File: config.mk
export PLATFORM = sky130hd
export DESIGN_NAME = ccnt_regs
export DESIGN_NICKNAME = d
export VERILOG_FILES = /design/src/ccnt_pkg.sv /design/src/ccnt_cal.sv /design/src/ccnt_regs.sv /design/src/ccnt_timer.sv
export SDC_FILE = /design/constraint.sdc
export NUM_CORES = 1
export LEC_CHECK = 0
export ABC_AREA = 1
export BUFFER_PORTS_ARGS = -buffer_cell sky130_fd_sc_hd__buf_4
export CORE_ASPECT_RATIO = 0.8
export CORE_MARGIN = 5
export CORE_UTILIZATION = 45
export CTS_CLUSTER_DIAMETER = 80
export CTS_CLUSTER_SIZE = 14
export DETAILED_ROUTE_END_ITERATION = 16
export PLACE_DENSITY = 0.62
export SKIP_CTS_REPAIR_TIMING = 1
export SYNTH_ARGS = -nofsm -noshare
export SYNTH_HDL_FRONTEND = slang
export SYNTH_SLANG_ARGS = --single-unit
File: constraint.sdc
create_clock -name mclk -period 7.4 [get_ports mclk]
set_input_delay 0.74 -clock mclk [delete_from_list [all_inputs] [get_ports mclk]]
set_output_delay 0.74 -clock mclk [all_outputs]
set_load 0.03 [all_outputs]
File: src/ccnt_pkg.sv
// shared constants and types of the coulomb counter register block
package ccnt_pkg;

  // register byte addresses
  localparam logic [7:0] ADDR_CTRL       = 8'hC0;
  localparam logic [7:0] ADDR_COUNT_B0   = 8'hC1;
  localparam logic [7:0] ADDR_COUNT_B1   = 8'hC2;
  localparam logic [7:0] ADDR_COUNT_B2   = 8'hC3;
  localparam logic [7:0] ADDR_ACCUM_B0   = 8'hC4;
  localparam logic [7:0] ADDR_ACCUM_B1   = 8'hC5;
  localparam logic [7:0] ADDR_ACCUM_B2   = 8'hC6;
  localparam logic [7:0] ADDR_ACCUM_B3   = 8'hC7;
  localparam logic [7:0] ADDR_OFFSET_LO  = 8'hC8;
  localparam logic [7:0] ADDR_OFFSET_HI  = 8'hC9;
  localparam logic [7:0] ADDR_INTEG_LO   = 8'hCA;
  localparam logic [7:0] ADDR_INTEG_HI   = 8'hCB;

  // field widths
  localparam int COUNT_W  = 24;
  localparam int ACCUM_W  = 32;
  localparam int OFFSET_W = 10;
  localparam int INTEG_W  = 14;

  // control field positions
  localparam int CTRL_RATE_LSB = 6;
  localparam int CTRL_CLEAR    = 2;
  localparam int CTRL_CAL      = 1;
  localparam int CTRL_INHIBIT  = 0;

  // reset values
  localparam logic [7:0]          CTRL_RESET   = 8'h00;
  localparam logic [COUNT_W-1:0]  COUNT_RESET  = 24'h000000;
  localparam logic [ACCUM_W-1:0]  ACCUM_RESET  = 32'h00000000;
  localparam logic [OFFSET_W-1:0] OFFSET_RESET = 10'h000;
  localparam logic [INTEG_W-1:0]  INTEG_RESET  = 14'h0000;

  // conversion periods in microseconds and their cycle counts at mclk
  localparam int CLK_PERIOD_NS = 100;
  localparam int T_RATE0_US    = 250000;
  localparam int T_RATE1_US    = 62500;
  localparam int T_RATE2_US    = 15600;
  localparam int T_RATE3_US    = 3900;
  localparam int RATE0_CYC     = T_RATE0_US * 1000 / CLK_PERIOD_NS;
  localparam int RATE1_CYC     = T_RATE1_US * 1000 / CLK_PERIOD_NS;
  localparam int RATE2_CYC     = T_RATE2_US * 1000 / CLK_PERIOD_NS;
  localparam int RATE3_CYC     = T_RATE3_US * 1000 / CLK_PERIOD_NS;
  localparam int TIMER_W       = 24;

  // control register layout
  typedef struct packed {
    logic [1:0] rate;
    logic [2:0] rsvd;
    logic       clear;
    logic       cal;
    logic       inhibit;
  } ccnt_ctrl_t;

  // synchronised analog-side inputs
  typedef struct packed {
    logic [OFFSET_W-1:0] cal_val;
    logic [INTEG_W-1:0]  meas_val;
    logic                cal_tgl;
    logic                meas_tgl;
    logic                por_n;
  } ccnt_ana_t;

endpackage : ccnt_pkg

File: src/ccnt_cal.sv
// auto-calibration sequencer: start, wait for the offset result
module ccnt_cal (
  input  wire logic mclk,
  input  wire logic sys_rst,
  input  wire logic ce,
  input  wire logic start,
  input  wire logic result_evt,
  output logic      busy,
  output logic      load
);

  typedef enum logic {CCNT_CAL_IDLE, CCNT_CAL_RUN} ccnt_cal_state_t;

  ccnt_cal_state_t state_reg;

  // a start while running is ignored; a result while idle is ignored
  always_ff @(posedge mclk or posedge sys_rst) begin
    if (sys_rst) begin
      state_reg <= CCNT_CAL_IDLE;
      busy      <= 1'b0;
      load      <= 1'b0;
    end else if (ce) begin
      load <= 1'b0;
      case (state_reg)
        CCNT_CAL_IDLE: begin
          if (start) begin
            state_reg <= CCNT_CAL_RUN; // RULE3
            busy      <= 1'b1;
          end
        end
        CCNT_CAL_RUN: begin
          if (result_evt) begin
            state_reg <= CCNT_CAL_IDLE;
            busy      <= 1'b0;
            load      <= 1'b1; // RULE10
          end
        end
        default: begin
          state_reg <= CCNT_CAL_IDLE;
          busy      <= 1'b0;
        end
      endcase
    end
  end
endmodule : ccnt_cal

File: src/ccnt_regs.sv
// coulomb counter register file, accumulator and control
//
// Behaviour
// [RULE1] Setting the clear bit zeroes offset, count and accumulator, then the bit drops itself.
// [RULE2] Writing 0 to the clear bit does nothing; only a 1 starts clearing.
// [RULE3] Writing 1 to the calibrate bit starts auto-calibration; writing 0 does nothing.
// [RULE4] While the inhibit bit is 1 no analog update reaches the result registers.
// [RULE5] The conversion count is 24 bits unsigned over three bytes, low byte first.
// [RULE6] The count steps once per conversion and zeroes on power-on reset low or clear.
// [RULE7] The accumulator is 32 bits two's complement over four bytes, low byte first.
// [RULE8] The accumulator sums results since power-on reset low or clear.
// [RULE9] The offset is 10 bits signed, low byte then bits 1:0 of the next byte.
// [RULE10] The offset register takes the offset measured during calibration.
// [RULE11] The integrator result is 14 bits signed, low byte then bits 5:0 of the next.
// [RULE12] The integrator result always shows the last completed conversion; the code skips conversions that land while inhibit is 1 or wipe is set.
// [RULE13] The rate field picks 250 ms, 62.5 ms, 15.6 ms or 3.9 ms per conversion.
// [RULE14] Each uninhibited conversion adds its result and steps the count together; the code drops a conversion that lands while wipe is set.
module ccnt_regs #(
  parameter int RATE0 = ccnt_pkg::RATE0_CYC,
  parameter int RATE1 = ccnt_pkg::RATE1_CYC,
  parameter int RATE2 = ccnt_pkg::RATE2_CYC,
  parameter int RATE3 = ccnt_pkg::RATE3_CYC
) (
  input  wire logic                          mclk,
  input  wire logic                          sys_rst,
  input  wire logic                          ce,
  input  wire logic [7:0]                    reg_addr,
  input  wire logic                          reg_wr,
  input  wire logic                          reg_rd,
  input  wire logic [7:0]                    reg_wdata,
  output logic      [7:0]                    reg_rdata,
  input  wire logic                          power_on_reset_out_n,
  input  wire logic                          meas_toggle,
  input  wire logic [ccnt_pkg::INTEG_W-1:0]  meas_result,
  input  wire logic                          cal_toggle,
  input  wire logic [ccnt_pkg::OFFSET_W-1:0] cal_result,
  output logic                               conv_start,
  output logic                               cal_active
);

  localparam int SYNC_W = $bits(ccnt_pkg::ccnt_ana_t);

  logic [SYNC_W-1:0]                  sync1_reg;
  logic [SYNC_W-1:0]                  sync2_reg;
  logic [SYNC_W-1:0]                  ana_in;
  ccnt_pkg::ccnt_ana_t                ana;
  logic                               meas_tgl_d_reg;
  logic                               cal_tgl_d_reg;
  logic                               meas_evt;
  logic                               cal_evt;
  logic                               por_low;
  ccnt_pkg::ccnt_ctrl_t               ctrl_reg;
  logic [ccnt_pkg::COUNT_W-1:0]       count_reg;
  logic [ccnt_pkg::ACCUM_W-1:0]       accum_reg;
  logic [ccnt_pkg::OFFSET_W-1:0]      offset_reg;
  logic [ccnt_pkg::INTEG_W-1:0]       integ_reg;
  logic [ccnt_pkg::ACCUM_W-1:0]       meas_ext;
  logic                               wipe;
  logic                               upd_ok;
  logic                               cal_load;
  logic                               cal_go;
  logic                               cal_busy;
  logic                               tick;
  logic                               clear_set;

  // true when a host write hits the given address
  function automatic logic wr_hit(input logic [7:0] a);
    return reg_wr && (reg_addr == a);
  endfunction

  // pins packed in carrier order, so bit gi of each stage matches the ana field bit
  assign ana_in = {cal_result, meas_result, cal_toggle, meas_toggle, power_on_reset_out_n};

  // two-flop synchroniser on every analog-side input, bit by bit
  genvar gi;
  generate
    for (gi = 0; gi < SYNC_W; gi++) begin : g_sync
      always_ff @(posedge mclk or posedge sys_rst) begin
        if (sys_rst) begin
          sync1_reg[gi] <= 1'b0;
          sync2_reg[gi] <= 1'b0;
        end else if (ce) begin
          sync1_reg[gi] <= ana_in[gi];
          sync2_reg[gi] <= sync1_reg[gi];
        end
      end
    end
  endgenerate

  assign ana = ccnt_pkg::ccnt_ana_t'(sync2_reg);

  // toggle edge detection, looks only at the second stage
  always_ff @(posedge mclk or posedge sys_rst) begin
    if (sys_rst) begin
      meas_tgl_d_reg <= 1'b0;
      cal_tgl_d_reg  <= 1'b0;
    end else if (ce) begin
      meas_tgl_d_reg <= ana.meas_tgl;
      cal_tgl_d_reg  <= ana.cal_tgl;
    end
  end

  assign meas_evt = ana.meas_tgl ^ meas_tgl_d_reg;
  assign cal_evt  = ana.cal_tgl ^ cal_tgl_d_reg;
  assign por_low  = !ana.por_n;

  // clearing runs while the bit is set; power-on reset low clears too
  assign wipe      = ctrl_reg.clear || por_low; // RULE1 RULE6 RULE8
  assign upd_ok    = meas_evt && !ctrl_reg.inhibit && !wipe; // RULE4 RULE14
  assign cal_load  = cal_busy_load_q() && !ctrl_reg.inhibit && !wipe; // RULE4 RULE10
  assign meas_ext  = {{(ccnt_pkg::ACCUM_W - ccnt_pkg::INTEG_W){ana.meas_val[ccnt_pkg::INTEG_W-1]}},
                      ana.meas_val};
  assign clear_set = wr_hit(ccnt_pkg::ADDR_CTRL) && reg_wdata[ccnt_pkg::CTRL_CLEAR];
  assign cal_go    = wr_hit(ccnt_pkg::ADDR_CTRL) && reg_wdata[ccnt_pkg::CTRL_CAL]; // RULE3

  // calibration result arrives while the sequencer is running
  function automatic logic cal_busy_load_q();
    return cal_evt && cal_busy;
  endfunction

  ccnt_timer #(
    .RATE0 (RATE0),
    .RATE1 (RATE1),
    .RATE2 (RATE2),
    .RATE3 (RATE3)
  ) u_timer (
    .mclk    (mclk),
    .sys_rst (sys_rst),
    .ce      (ce),
    .rate    (ctrl_reg.rate),
    .tick    (tick)
  );

  ccnt_cal u_cal (
    .mclk       (mclk),
    .sys_rst    (sys_rst),
    .ce         (ce),
    .start      (cal_go),
    .result_evt (cal_evt),
    .busy       (cal_busy),
    .load       ()
  );

  // control register; a new 1 on clear wins over the self-clear
  always_ff @(posedge mclk or posedge sys_rst) begin
    if (sys_rst) begin
      ctrl_reg <= ccnt_pkg::ccnt_ctrl_t'(ccnt_pkg::CTRL_RESET);
    end else if (ce) begin
      if (wr_hit(ccnt_pkg::ADDR_CTRL)) begin
        ctrl_reg.rate    <= reg_wdata[ccnt_pkg::CTRL_RATE_LSB +: 2]; // RULE13
        ctrl_reg.inhibit <= reg_wdata[ccnt_pkg::CTRL_INHIBIT]; // RULE4
      end
      ctrl_reg.rsvd <= 3'h0;
      ctrl_reg.cal  <= 1'b0;
      if (clear_set) begin
        ctrl_reg.clear <= 1'b1; // RULE2
      end else if (ctrl_reg.clear) begin
        ctrl_reg.clear <= 1'b0; // RULE1
      end
    end
  end

  // conversion count: clear first, then conversion, then host write
  always_ff @(posedge mclk or posedge sys_rst) begin
    if (sys_rst) begin
      count_reg <= ccnt_pkg::COUNT_RESET;
    end else if (ce) begin
      if (wipe) begin
        count_reg <= ccnt_pkg::COUNT_RESET; // RULE6
      end else if (upd_ok) begin
        count_reg <= count_reg + 1'b1; // RULE6 RULE14
      end else if (wr_hit(ccnt_pkg::ADDR_COUNT_B0)) begin
        count_reg[7:0] <= reg_wdata; // RULE5
      end else if (wr_hit(ccnt_pkg::ADDR_COUNT_B1)) begin
        count_reg[15:8] <= reg_wdata;
      end else if (wr_hit(ccnt_pkg::ADDR_COUNT_B2)) begin
        count_reg[23:16] <= reg_wdata;
      end
    end
  end

  // charge accumulator; wraps silently on overflow like the count
  always_ff @(posedge mclk or posedge sys_rst) begin
    if (sys_rst) begin
      accum_reg <= ccnt_pkg::ACCUM_RESET;
    end else if (ce) begin
      if (wipe) begin
        accum_reg <= ccnt_pkg::ACCUM_RESET; // RULE8
      end else if (upd_ok) begin
        accum_reg <= accum_reg + meas_ext; // RULE8 RULE14
      end else if (wr_hit(ccnt_pkg::ADDR_ACCUM_B0)) begin
        accum_reg[7:0] <= reg_wdata; // RULE7
      end else if (wr_hit(ccnt_pkg::ADDR_ACCUM_B1)) begin
        accum_reg[15:8] <= reg_wdata;
      end else if (wr_hit(ccnt_pkg::ADDR_ACCUM_B2)) begin
        accum_reg[23:16] <= reg_wdata;
      end else if (wr_hit(ccnt_pkg::ADDR_ACCUM_B3)) begin
        accum_reg[31:24] <= reg_wdata;
      end
    end
  end

  // calibration offset
  always_ff @(posedge mclk or posedge sys_rst) begin
    if (sys_rst) begin
      offset_reg <= ccnt_pkg::OFFSET_RESET;
    end else if (ce) begin
      if (wipe) begin
        offset_reg <= ccnt_pkg::OFFSET_RESET; // RULE1
      end else if (cal_load) begin
        offset_reg <= ana.cal_val; // RULE10
      end else if (wr_hit(ccnt_pkg::ADDR_OFFSET_LO)) begin
        offset_reg[7:0] <= reg_wdata; // RULE9
      end else if (wr_hit(ccnt_pkg::ADDR_OFFSET_HI)) begin
        offset_reg[9:8] <= reg_wdata[1:0];
      end
    end
  end

  // last integrator result; the clear bit does not touch it
  always_ff @(posedge mclk or posedge sys_rst) begin
    if (sys_rst) begin
      integ_reg <= ccnt_pkg::INTEG_RESET;
    end else if (ce) begin
      if (upd_ok) begin
        integ_reg <= ana.meas_val; // RULE12
      end else if (wr_hit(ccnt_pkg::ADDR_INTEG_LO)) begin
        integ_reg[7:0] <= reg_wdata; // RULE11
      end else if (wr_hit(ccnt_pkg::ADDR_INTEG_HI)) begin
        integ_reg[13:8] <= reg_wdata[5:0];
      end
    end
  end

  // registered read port; unmapped addresses and reserved bits read 0
  always_ff @(posedge mclk or posedge sys_rst) begin
    if (sys_rst) begin
      reg_rdata <= 8'h00;
    end else if (ce && reg_rd) begin
      case (reg_addr)
        ccnt_pkg::ADDR_CTRL:      reg_rdata <= {ctrl_reg.rate, 3'h0, ctrl_reg.clear,
                                                cal_busy, ctrl_reg.inhibit};
        ccnt_pkg::ADDR_COUNT_B0:  reg_rdata <= count_reg[7:0]; // RULE5
        ccnt_pkg::ADDR_COUNT_B1:  reg_rdata <= count_reg[15:8];
        ccnt_pkg::ADDR_COUNT_B2:  reg_rdata <= count_reg[23:16];
        ccnt_pkg::ADDR_ACCUM_B0:  reg_rdata <= accum_reg[7:0]; // RULE7
        ccnt_pkg::ADDR_ACCUM_B1:  reg_rdata <= accum_reg[15:8];
        ccnt_pkg::ADDR_ACCUM_B2:  reg_rdata <= accum_reg[23:16];
        ccnt_pkg::ADDR_ACCUM_B3:  reg_rdata <= accum_reg[31:24];
        ccnt_pkg::ADDR_OFFSET_LO: reg_rdata <= offset_reg[7:0]; // RULE9
        ccnt_pkg::ADDR_OFFSET_HI: reg_rdata <= {6'h00, offset_reg[9:8]};
        ccnt_pkg::ADDR_INTEG_LO:  reg_rdata <= integ_reg[7:0]; // RULE11
        ccnt_pkg::ADDR_INTEG_HI:  reg_rdata <= {2'h0, integ_reg[13:8]};
        default:                  reg_rdata <= 8'h00;
      endcase
    end
  end

  // conversion request to the analog integrator, one cycle per period
  always_ff @(posedge mclk or posedge sys_rst) begin
    if (sys_rst) begin
      conv_start <= 1'b0;
      cal_active <= 1'b0;
    end else if (ce) begin
      conv_start <= tick; // RULE13
      cal_active <= cal_go || (cal_busy && !cal_evt);
    end
  end
endmodule : ccnt_regs

File: src/ccnt_timer.sv
// conversion period timer driven by the update-rate select
module ccnt_timer #(
  parameter int RATE0 = ccnt_pkg::RATE0_CYC,
  parameter int RATE1 = ccnt_pkg::RATE1_CYC,
  parameter int RATE2 = ccnt_pkg::RATE2_CYC,
  parameter int RATE3 = ccnt_pkg::RATE3_CYC
) (
  input  wire logic       mclk,
  input  wire logic       sys_rst,
  input  wire logic       ce,
  input  wire logic [1:0] rate,
  output logic            tick
);

  logic [ccnt_pkg::TIMER_W-1:0] cnt_reg;
  logic [ccnt_pkg::TIMER_W-1:0] period;

  // period select, a rate change takes effect at the next reload
  always_comb begin
    case (rate)
      2'h0:    period = ccnt_pkg::TIMER_W'(RATE0 - 1); // RULE13
      2'h1:    period = ccnt_pkg::TIMER_W'(RATE1 - 1);
      2'h2:    period = ccnt_pkg::TIMER_W'(RATE2 - 1);
      default: period = ccnt_pkg::TIMER_W'(RATE3 - 1);
    endcase
  end

  // down counter, one tick per elapsed period
  always_ff @(posedge mclk or posedge sys_rst) begin
    if (sys_rst) begin
      cnt_reg <= '0;
      tick    <= 1'b0;
    end else if (ce) begin
      tick <= (cnt_reg == '0);
      if (cnt_reg == '0) begin
        cnt_reg <= period; // RULE13
      end else begin
        cnt_reg <= cnt_reg - 1'b1;
      end
    end
  end
endmodule : ccnt_timer

=== Yosys cells after proc, flatten, opt, wreduce, memory -nomap -nowiden ===
Cells that the tools add are included.

* Word-level logic and storage cells: 194
* Bits in registers: 177

* Eq/ne operators: 23
* Bitwise logic cells: 3
* Multiplexer cells: 35
* $add $sub $neg: 3
* Reductions and logical operators: 53

{| class="wikitable"
|+ Operator list
! cell !! count
|-
| $eq 8x8->1 const B || 12
|-
| $mux 24 || 4
|-
| $pmux 8 s12 || 1
|-
| $mux 8 || 11
|-
| $pmux 22 s3 || 1
|-
| $mux 32 || 2
|-
| $add 32x32->32 || 1
|-
| $mux 16 || 2
|-
| $reduce_bool 3->1 || 9
|-
| $add 24x1->24 const B || 1
|-
| $logic_not 24->1 || 1
|-
| $sub 24x1->24 const B || 1
|-
| $logic_and 1x1->1 || 21
|-
| $mux 10 || 2
|-
| $ne 3x3->1 const B || 6
|-
| $reduce_and 3->1 || 5
|-
| $mux 14 || 1
|-
| $mux 6 || 2
|-
| $reduce_and 2->1 || 5
|-
| $reduce_and 4->1 || 2
|-
| $ne 2x2->1 const B || 3
|-
| $mux 1 || 5
|-
| $reduce_and 5->1 || 1
|-
| $logic_not 1->1 || 4
|-
| other kinds (9) || 14
|}

=== Longest topological paths before layout ===
Gate-level depths: netlist of run 1.

* Word-level depth: 8
* Mapped depth: 14
* Gate-level depth less buffers: 14

=== Cells and area by module ===
From an unflattened synthesis of run 1, not the netlist that was laid out.

* Cell total of the unflattened synthesis: 1798
* Area, all modules: 12009.0 µm²

{| class="wikitable"
|+ Modules (own cells, without submodules)
! module !! times used !! area an instance (µm²) !! cells an instance
|-
| ccnt_regs || 1 || 10040.9 || 1527
|-
| ccnt_timer || 1 || 1845.5 || 257
|-
| ccnt_cal || 1 || 122.6 || 14
|}

=== Worst setup path after synthesis of run 1 ===
Ideal clock, no wire load.

* Kind: input port to flip-flop
* Start: in reg_addr[5]
* End: reg accum_reg[19] (netlist name)
* Data arrival time: 1897 ps
* Path buffers: 1
* Cell stages on the path: 9
* Library setup time: 116 ps
* Slack: 5386 ps
* Required time: 7284 ps
* Cell sequence: nor2_4 > nand3_4 > nor3_4 > nand2_2 > o211ai_4 > buf_6 > nor2_1 > nand2_1 > nand2_1

* Cells in the longest elaborated chain, start to end: 4

{| class="wikitable"
|+ RTL lines
! item !! RTL line !! source
|-
| start: declaration || ccnt_regs.sv:27 || <nowiki>input wire logic [7:0] reg_addr,</nowiki>
|-
| $eq 8x8->1 || ccnt_regs.sv:68 || <nowiki>return reg_wr && (reg_addr == a);</nowiki>
|-
| $logic_and 1x1->1 || ccnt_regs.sv:68 ||
|-
| $ne 3x3->1 (no source line) or $reduce_bool 3->1 (tied branches) || -- ||
|-
| $reduce_and 4->1 (no source line) (*) || -- ||
|-
| end signal: assignment || ccnt_regs.sv:185 || <nowiki>accum_reg <= ccnt_pkg::ACCUM_RESET;</nowiki>
|-
| end signal: assignment || ccnt_regs.sv:188 || <nowiki>accum_reg <= ccnt_pkg::ACCUM_RESET;</nowiki>
|-
| end signal: assignment || ccnt_regs.sv:190 || <nowiki>accum_reg <= accum_reg + meas_ext;</nowiki>
|-
| end: declaration || ccnt_regs.sv:54 || <nowiki>logic [ccnt_pkg::ACCUM_W-1:0] accum_reg;</nowiki>
|}

Every way passes the cells marked *; elsewhere a longest branch is shown, timed or not.
A chain may end at the register's enable or synchronous reset.

=== Worst setup path in the final report of run 1 ===
* Start: reg ctrl_reg[0] (netlist name)
* End: reg integ_reg[12] (netlist name)

* Cells in the longest elaborated chain, start to end: 5

{| class="wikitable"
|+ RTL lines
! item !! RTL line !! source
|-
| start: declaration || ccnt_regs.sv:52 || <nowiki>ccnt_pkg::ccnt_ctrl_t ctrl_reg;</nowiki>
|-
| start signal: assignment || ccnt_regs.sv:147 || <nowiki>ctrl_reg <= ccnt_pkg::ccnt_ctrl_t'(ccnt_pkg::CTRL_RESET);</nowiki>
|-
| $logic_not 1->1 (*) || ccnt_regs.sv:109 || <nowiki>assign upd_ok = meas_evt && !ctrl_reg.inhibit && !wipe;</nowiki>
|-
| $logic_and 1x1->1 (*) (2 in series) || ccnt_regs.sv:109 ||
|-
| $ne 2x2->1 (no source line) or $reduce_bool 2->1 (tied branches) || -- ||
|-
| $reduce_and 3->1 (no source line) || -- ||
|-
| end signal: assignment || ccnt_regs.sv:223 || <nowiki>integ_reg <= ccnt_pkg::INTEG_RESET;</nowiki>
|-
| end signal: assignment || ccnt_regs.sv:226 || <nowiki>integ_reg <= ana.meas_val;</nowiki>
|-
| end: declaration || ccnt_regs.sv:56 || <nowiki>logic [ccnt_pkg::INTEG_W-1:0] integ_reg;</nowiki>
|}

Marks and branches as above.

==> flow_summary_export.csv, run 1 <==
group,metric,value,unit
grt,grt_overflow,0,
grt,grt_pass1_wl,58200,um
synth,ys_types,46,
setup_path,crit_path_frequent_cell,"nand2_1",
sta,worstMarginPinSlew,1.04,ns
sta,fmax,317,MHz
pwr,p_sw_frac,0.372,
place,place.gp.congestion,0.965,
routing,dr.pass1.iters,6,
setup_path,setup.worst_path.end,"integ_reg[12]",
cts,cts_sinks,177,
finish,postLayoutCellArea,13100,sq um
synth,synthesis.area,11800,sq um
run_status,status,"complete, no violations",
sta,min_period,3.15,ns
pwr,power_frac_comb,0.277,
setup_path,critPathMaxFanout,42,
synth,ys_seq_elements,177,
routing,ant_nets,0,
cts,cts_tree,"yes",
pwr,p_int,1.89,mW
grt,grt_pass1_vias,10600,
cts,cts.path.max_buffers,2,
routing,drt_iter0_drc,1290,
grt,grt_max_degree,71,
cts,cts-root-buf,"clkbuf_16",
floorplanning,dieWidth,191,um
floorplanning,die_area,29500,sq um
setup_path,slowest_delay,0.91,ns
place,dpl.hpwl,27800,um
grt,gr-usage-all-layers,0.249,
floorplanning,io_pins,58,
cts,clkTransAtPathRegs,0.07,ns
setup_path,r2r-start,"ctrl_reg[0]",
synth,synth_cells,1776,
synth,yosysSeqAreaShare,0.376,
setup_path,arrival,3.48,ns
synth,avgSynthCellArea,6.63,sq um
setup_path,startpoint,"ctrl_reg[0]",
floorplanning,die_h,155,um
setup_path,critPathLaunchType,"flop",
finish,areaGrowthSynthToFinish,11.2,%
finish,final_nets,1905,
pwr,pwr-share-seq,0.424,
sta,setup_viol_count_final,0,
finish,largest_reg_flops,32,
setup_path,cp_top_family,"simple AND/OR/NAND/NOR gates",
setup_path,worst-path-buf-inv,2,
floorplanning,rows,53,
grt,antenna_found_initial,0,
pwr,powerDensity,230,nW/um^2
setup_path,rrSetupSlack,4.25,ns
floorplanning,core_region_area,26100,sq um
setup_path,crit_slowest_cell,"nor2_4",
setup_path,path_class,"flop to flop",
place,placed_area,12500,sq um
setup_path,path_depth,7,
place,numPortBuffers,57,
routing,drc,0,
synth,ys_warn_count,0,
routing,via_per_inst,5.24,
setup_path,required,7.72,ns
routing,routed_wl,36400,um
setup_path,crit_chain,"inv_1 > nand3_2 > nor2_4 > inv_2 > nand2_1 > nand2_1 > mux2_2",
synth,synth_nets,1859,
sta,slew_violations,0,
pwr,ir_drop,0.000172,V
finish,drive_above_1_share,0.0818,
setup_path,critPathCaptureType,"flop",
finish,diodes,0,
setup_path,r2r_cells,7,
routing,via_count,11500,
sta,tns,0,ns
sta,min_period_over_period,0.426,
sta,rsz0062_at_grt,"no",
cts,cts_inserted_buffers,17,
sta,finalClockSkew,0.0109,ns
floorplanning,initial_core_util,0.452,
flow_run,drv_cap,0,
pwr,power_switching,1.12,mW
cts,insertion_delay,0.44,ns
min_path,min_path_type,"primary input to async pin",
routing,avgRoutedWirePerCell,16.6,um
sta,max-slew-margin-rel,0.306,
cts,htree_levels,4,
sta,finalHoldViolations,0,
pwr,p_leak,6.95,nW
setup_path,r2r-end,"integ_reg[12]",
pwr,p_clk_frac,0.299,
-- power groups by stage --
| stage | logic [mW] | clock network, mW | registers (mW) |
|---|---|---|---|
| 2_1_floorplan | 0.614 | 0 | 1.24 |
| 3_3_place_gp | 0.810 | 0 | 1.29 |
| 3_5_place_dp | 0.824 | 0 | 1.29 |
| 4_1_cts | 0.828 | 0.907 | 1.27 |
| 5_1_grt | 0.953 | 0.951 | 1.29 |
| 6_report | 0.835 | 0.899 | 1.28 |
-- cell usage after synthesis (all sizes together) --
library cell,n,area [sq um]
ha,34,425
nand3,133,693
clkinv,1,5.00
buf,15,83.8
and2,2,12.5
a31oi,3,18.8
nand4,13,81.3
mux2,8,90.1
nor2,156,618
nor4,5,31.3
o22ai,20,125
o21ai,119,603
inv,258,971
dfrtp,177,4430
nand3b,4,30.0
xnor2,4,35.0
nor3,28,223
xor2,15,131
or2,3,18.8
and3b,1,8.76
nand2,670,2540
a22oi,5,37.5
o211ai,8,73.8
fa,1,20.0
a21oi,66,342
a21o,1,7.51
o31ai,4,30.0
clkbuf,19,72.6
o21bai,3,22.5
-- final cells by class --
class,instances,area (sq um)
fill,2673,13000
timing repair buffer,61,458
inverter,259,981
sequential,177,4430
clock buffer,20,467
tap,357,447
clock inverter,11,103
multi-input combinational,1306,6220
-- placed cells by master (no fill, tap or decap), types with 3 or more instances in the layout --
cell type and instances:
a21oi_1 65, a22oi_1 5, a31oi_1 3, buf_4 61
clkbuf_16 17, clkbuf_8 3, clkinv_2 4, clkinvlp_4 3
dfrtp_1 177, ha_1 34, inv_1 247, inv_2 9
inv_6 4, mux2_2 8, nand2_1 661, nand2_2 9
nand3_1 129, nand3_2 3, nand3b_1 4, nand4_1 13
nor2_1 147, nor2_2 7, nor3_1 19, nor3_2 3
nor3_4 6, nor4_1 5, o211ai_1 7, o21ai_0 112
o21ai_1 5, o21bai_1 3, o22ai_1 20, o31ai_1 4
or2_2 3, xnor2_1 4, xor2_1 15
-- logic make-up (layout without fill, tap and decap cells) --
logic type                 count (synthesis)  count (layout)  share of synthesized area
buffers and inverters                    293             351                     0.0961
muxes                                      8               8                    0.00765
DFF                                      177             177                      0.376
and+or+nand+nor                         1015            1015                      0.361
AOI/OAI and AO/OA                        229             229                      0.107
xor gates and xnor gates                  19              19                     0.0141
adders and majority gates                 35              35                     0.0378
-- stage by stage --
stage | setup slack, ns | std cells | util | hold slack [ns] | power, mW
after floorplan | 1.86 | 1776 | - | 0.442 | 1.85
after global placement | 4.46 | 2160 | 0.481 | 0.454 | 2.10
after detailed placement | 4.34 | 2160 | 0.481 | 0.458 | 2.11
after CTS | 4.32 | 2191 | 0.503 | 0.384 | 3.01
after global routing | 4.09 | 2191 | 0.503 | 0.393 | 3.20
final | 4.25 | 2191 | 0.503 | 0.350 | 3.01
-- layer usage --
metal,global-route usage,up-vias,share of wire
li1,-,5700,-
met1,0.382,5369,0.49
met2,0.360,378,0.42
met3,0.0587,39,0.078
met4,0.0448,0,0.012
met5,0,-,0
-- worst min-delay path by stage --
stage | start | endpoint | slack [ns] | cells after the start
global route | sys_rst | sync1_reg[14] | 0.39 | 2
detailed placement | sync1_reg[11] | sync1_reg[11] | 0.46 | 2
floorplan | sync1_reg[0] | sync1_reg[0] | 0.44 | 2
CTS | sys_rst | sync1_reg[14] | 0.38 | 2
finish | sys_rst | sync1_reg[11] | 0.35 | 2
global placement | sync1_reg[12] | sync1_reg[12] | 0.45 | 2
Note: power is estimated with default switching activity, not from simulation.
==> run 2: changes to the inputs <==
--- a/config.mk
+++ b/config.mk
@@ -13,7 +13,7 @@
 export CTS_CLUSTER_DIAMETER = 80
 export CTS_CLUSTER_SIZE = 14
 export DETAILED_ROUTE_END_ITERATION = 16
-export PLACE_DENSITY = 0.62
+export PLACE_DENSITY = 0.64
 export SKIP_CTS_REPAIR_TIMING = 1
 export SYNTH_ARGS = -nofsm -noshare
 export SYNTH_HDL_FRONTEND = slang
==> constraint.sdc (replaced) <==
create_clock -name mclk -period 2.9 [get_ports mclk]
set_input_delay 0.29 -clock mclk [delete_from_list [all_inputs] [get_ports mclk]]
set_output_delay 0.29 -clock mclk [all_outputs]
set_load 0.03 [all_outputs]
==> run 2 against run 1 <==
Final cell count is 0.78% higher. Hold slack got worse by 0.31 ns. Sequential share of layout area shrank 0.56 points. Core utilization increased by 0.85 points. First-iteration DRC count decreased by 4.5%. Register-to-register slack lost 3.9 ns.
==> flow_summary_export.csv, run 2 (synthesis gave the netlist of run 1 again) <==
group,metric,value,unit
routing,drt_iter0_drc,1232,
grt,antenna_found_initial,0,
setup_path,r2r_cells,11,
pwr,power_switching,2.94,mW
cts,cts_sinks,177,
setup_path,startpoint,"ana[16]",
routing,via_count,11600,
floorplanning,io_pins,58,
finish,n_fill_cell,2646,
pwr,power_frac_comb,0.277,
finish,drive_above_1_share,0.0897,
floorplanning,die_h,155,um
cts,cts_inserted_buffers,17,
pwr,ir_drop,0.000490,V
flow_run,drv_cap,0,
floorplanning,rows,53,
place,dpl.hpwl,27900,um
routing,drc,0,
pwr,pwr-share-seq,0.407,
setup_path,slowest_delay,0.70,ns
floorplanning,dieWidth,191,um
finish,regArea,4430,sq um
setup_path,setup.worst_path.end,"accum_reg[22]",
pwr,p_clk_frac,0.316,
routing,routed_wl,36500,um
cts,clkTransAtPathRegs,0.07,ns
grt,grt_pass1_vias,10900,
sta,slew_violations,0,
sta,setup_viol_count_final,0,
pwr,p_sw_frac,0.369,
setup_path,r2r-end,"accum_reg[22]",
setup_path,worst-path-buf-inv,0,
place,numPortBuffers,57,
place,dp_cells,2175,
setup_path,required,3.23,ns
cts,cts-root-buf,"clkbuf_16",
sta,rsz0062_at_grt,"no",
finish,largest_reg_flops,32,
min_path,min-delay-start,"meas_result[2]",
finish,final_cell_mix,"661 x nand2_1, 247 x inv_1, 177 x dfrtp_1, 147 x nor2_1, 129 x nand3_1",
sta,finalHoldViolations,0,
cts,cts.path.max_buffers,2,
run_status,status,"complete, no violations",
setup_path,critPathCaptureType,"flop",
routing,ant_nets,0,
place,place.gp.congestion,0.933,
min_path,min_path_type,"primary input to flop",
finish,multi_input_area,6220,sq um
finish,final_common_cell,"nand2_1",
routing,avgRoutedWirePerCell,16.5,um
grt,grt_pass1_wl,59000,um
cts,insertion_delay,0.45,ns
finish,final_nets,1921,
floorplanning,die_area,29500,sq um
pwr,p_int,5.02,mW
setup_path,r2r-start,"ana[16]",
finish,areaGrowthSynthToFinish,13.1,%
routing,dr.pass1.iters,5,
routing,via_per_inst,5.26,
cts,cts_tree,"yes",
finish,final_cells,2208,
grt,grt_overflow,0,
sta,fmax,387,MHz
cts,htree_levels,4,
sta,tns,0,ns
setup_path,cp_top_family,"simple AND/OR/NAND/NOR gates",
setup_path,critPathLaunchType,"flop",
floorplanning,initial_core_util,0.452,
sta,max-slew-margin-rel,0.441,
sta,min_period_over_period,0.891,
pwr,powerDensity,598,nW/um^2
finish,diodes,0,
setup_path,rrSetupSlack,0.32,ns
sta,min_period,2.58,ns
setup_path,crit_path_frequent_cell,"nand2_1",
floorplanning,core_region_area,26100,sq um
sta,finalClockSkew,0.0182,ns
setup_path,critPathMaxFanout,20,
pwr,p_leak,7.06,nW
sta,worstMarginPinSlew,0.838,ns
grt,gr-usage-all-layers,0.252,
setup_path,arrival,2.92,ns
grt,grt_max_degree,118,
setup_path,crit_chain,"ha_1 > nand2_1 > nor2_1 > and2_1 > nand2_1 > nand2_1 > nand2_1 > nand3_1 > nand3_1 > nand2_1 > nand2_1",
setup_path,path_class,"flop to flop",
setup_path,path_depth,11,
setup_path,crit_slowest_cell,"dfrtp_1",
## run 2: changes by cell type in the layout (fill, tap and decap cells not counted), moves of 2 or more
cell	before	now
buf_4	61	73
clkinv_2	4	1
clkbuf_8	3	1
bufinv_16	1	3
buf_12	0	3
inv_6	4	6
## run 2: area by class of cell
cell class              count  area share
inverters                 259      0.0735
clock inverters            14      0.0145
repair buffers             77      0.0464
multi-input cells        1306       0.467
clock buffers              18      0.0330
flip-flops and latches    177       0.332
well taps                 357      0.0335
## run 2: stage by stage
stage | instance area [sq um] | util | setup slack [ns] | hold slack [ns] | power (mW)
after global routing | 13300 | 0.511 | 0.129 | 0.0280 | 8.44
after detailed placement | 12700 | 0.487 | 0.397 | 0.194 | 5.43
after floorplan | 11800 | - | 0.343 | 0.407 | 4.72
after global placement | 12700 | 0.487 | 0.428 | 0.192 | 5.41
final | 13300 | 0.511 | 0.316 | 0.0413 | 7.96
after CTS | 13300 | 0.511 | 0.388 | -0.277 | 7.96
## run 2: metal layers
metal,part of all wire,GRT usage,vias to the layer above
met5,0,0,-
met4,0.018,0.0591,0
met3,0.081,0.0532,46
met2,0.42,0.363,450
met1,0.48,0.387,5372
li1,-,-,5739
## run 2: how the worst min path moves through the flow
| stage | endpoint | slack, ns | depth (start not counted) |
|---|---|---|---|
| after floorplan | sync1_reg[0] | 0.41 | 2 |
| after global placement | sync1_reg[14] | 0.19 | 2 |
| after detailed placement | sync1_reg[14] | 0.19 | 2 |
| after CTS | sync1_reg[14] | -0.28 | 2 |
| after global routing | sync1_reg[17] | 0.03 | 3 |
| final | sync1_reg[5] | 0.04 | 3 |
## run 2: worst reg2reg max path, cell delays in order, from the launching register on
cell	delay [ns]
dfrtp_1	0.70
ha_1	0.54
nand2_1	0.11
nor2_1	0.29
and2_1	0.18
nand2_1	0.05
nand2_1	0.20
nand2_1	0.11
nand3_1	0.08
nand3_1	0.09
nand2_1	0.09
nand2_1	0.04
## run 2: power by group through the flow
stage               clock network [mW]  registers, mW  logic, mW
floorplan                            0           3.15       1.57
global placement                     0           3.27       2.14
detailed placement                   0           3.27       2.16
CTS                               2.55           3.23       2.18
global route                      2.67           3.28       2.49
finish                            2.52           3.24       2.20
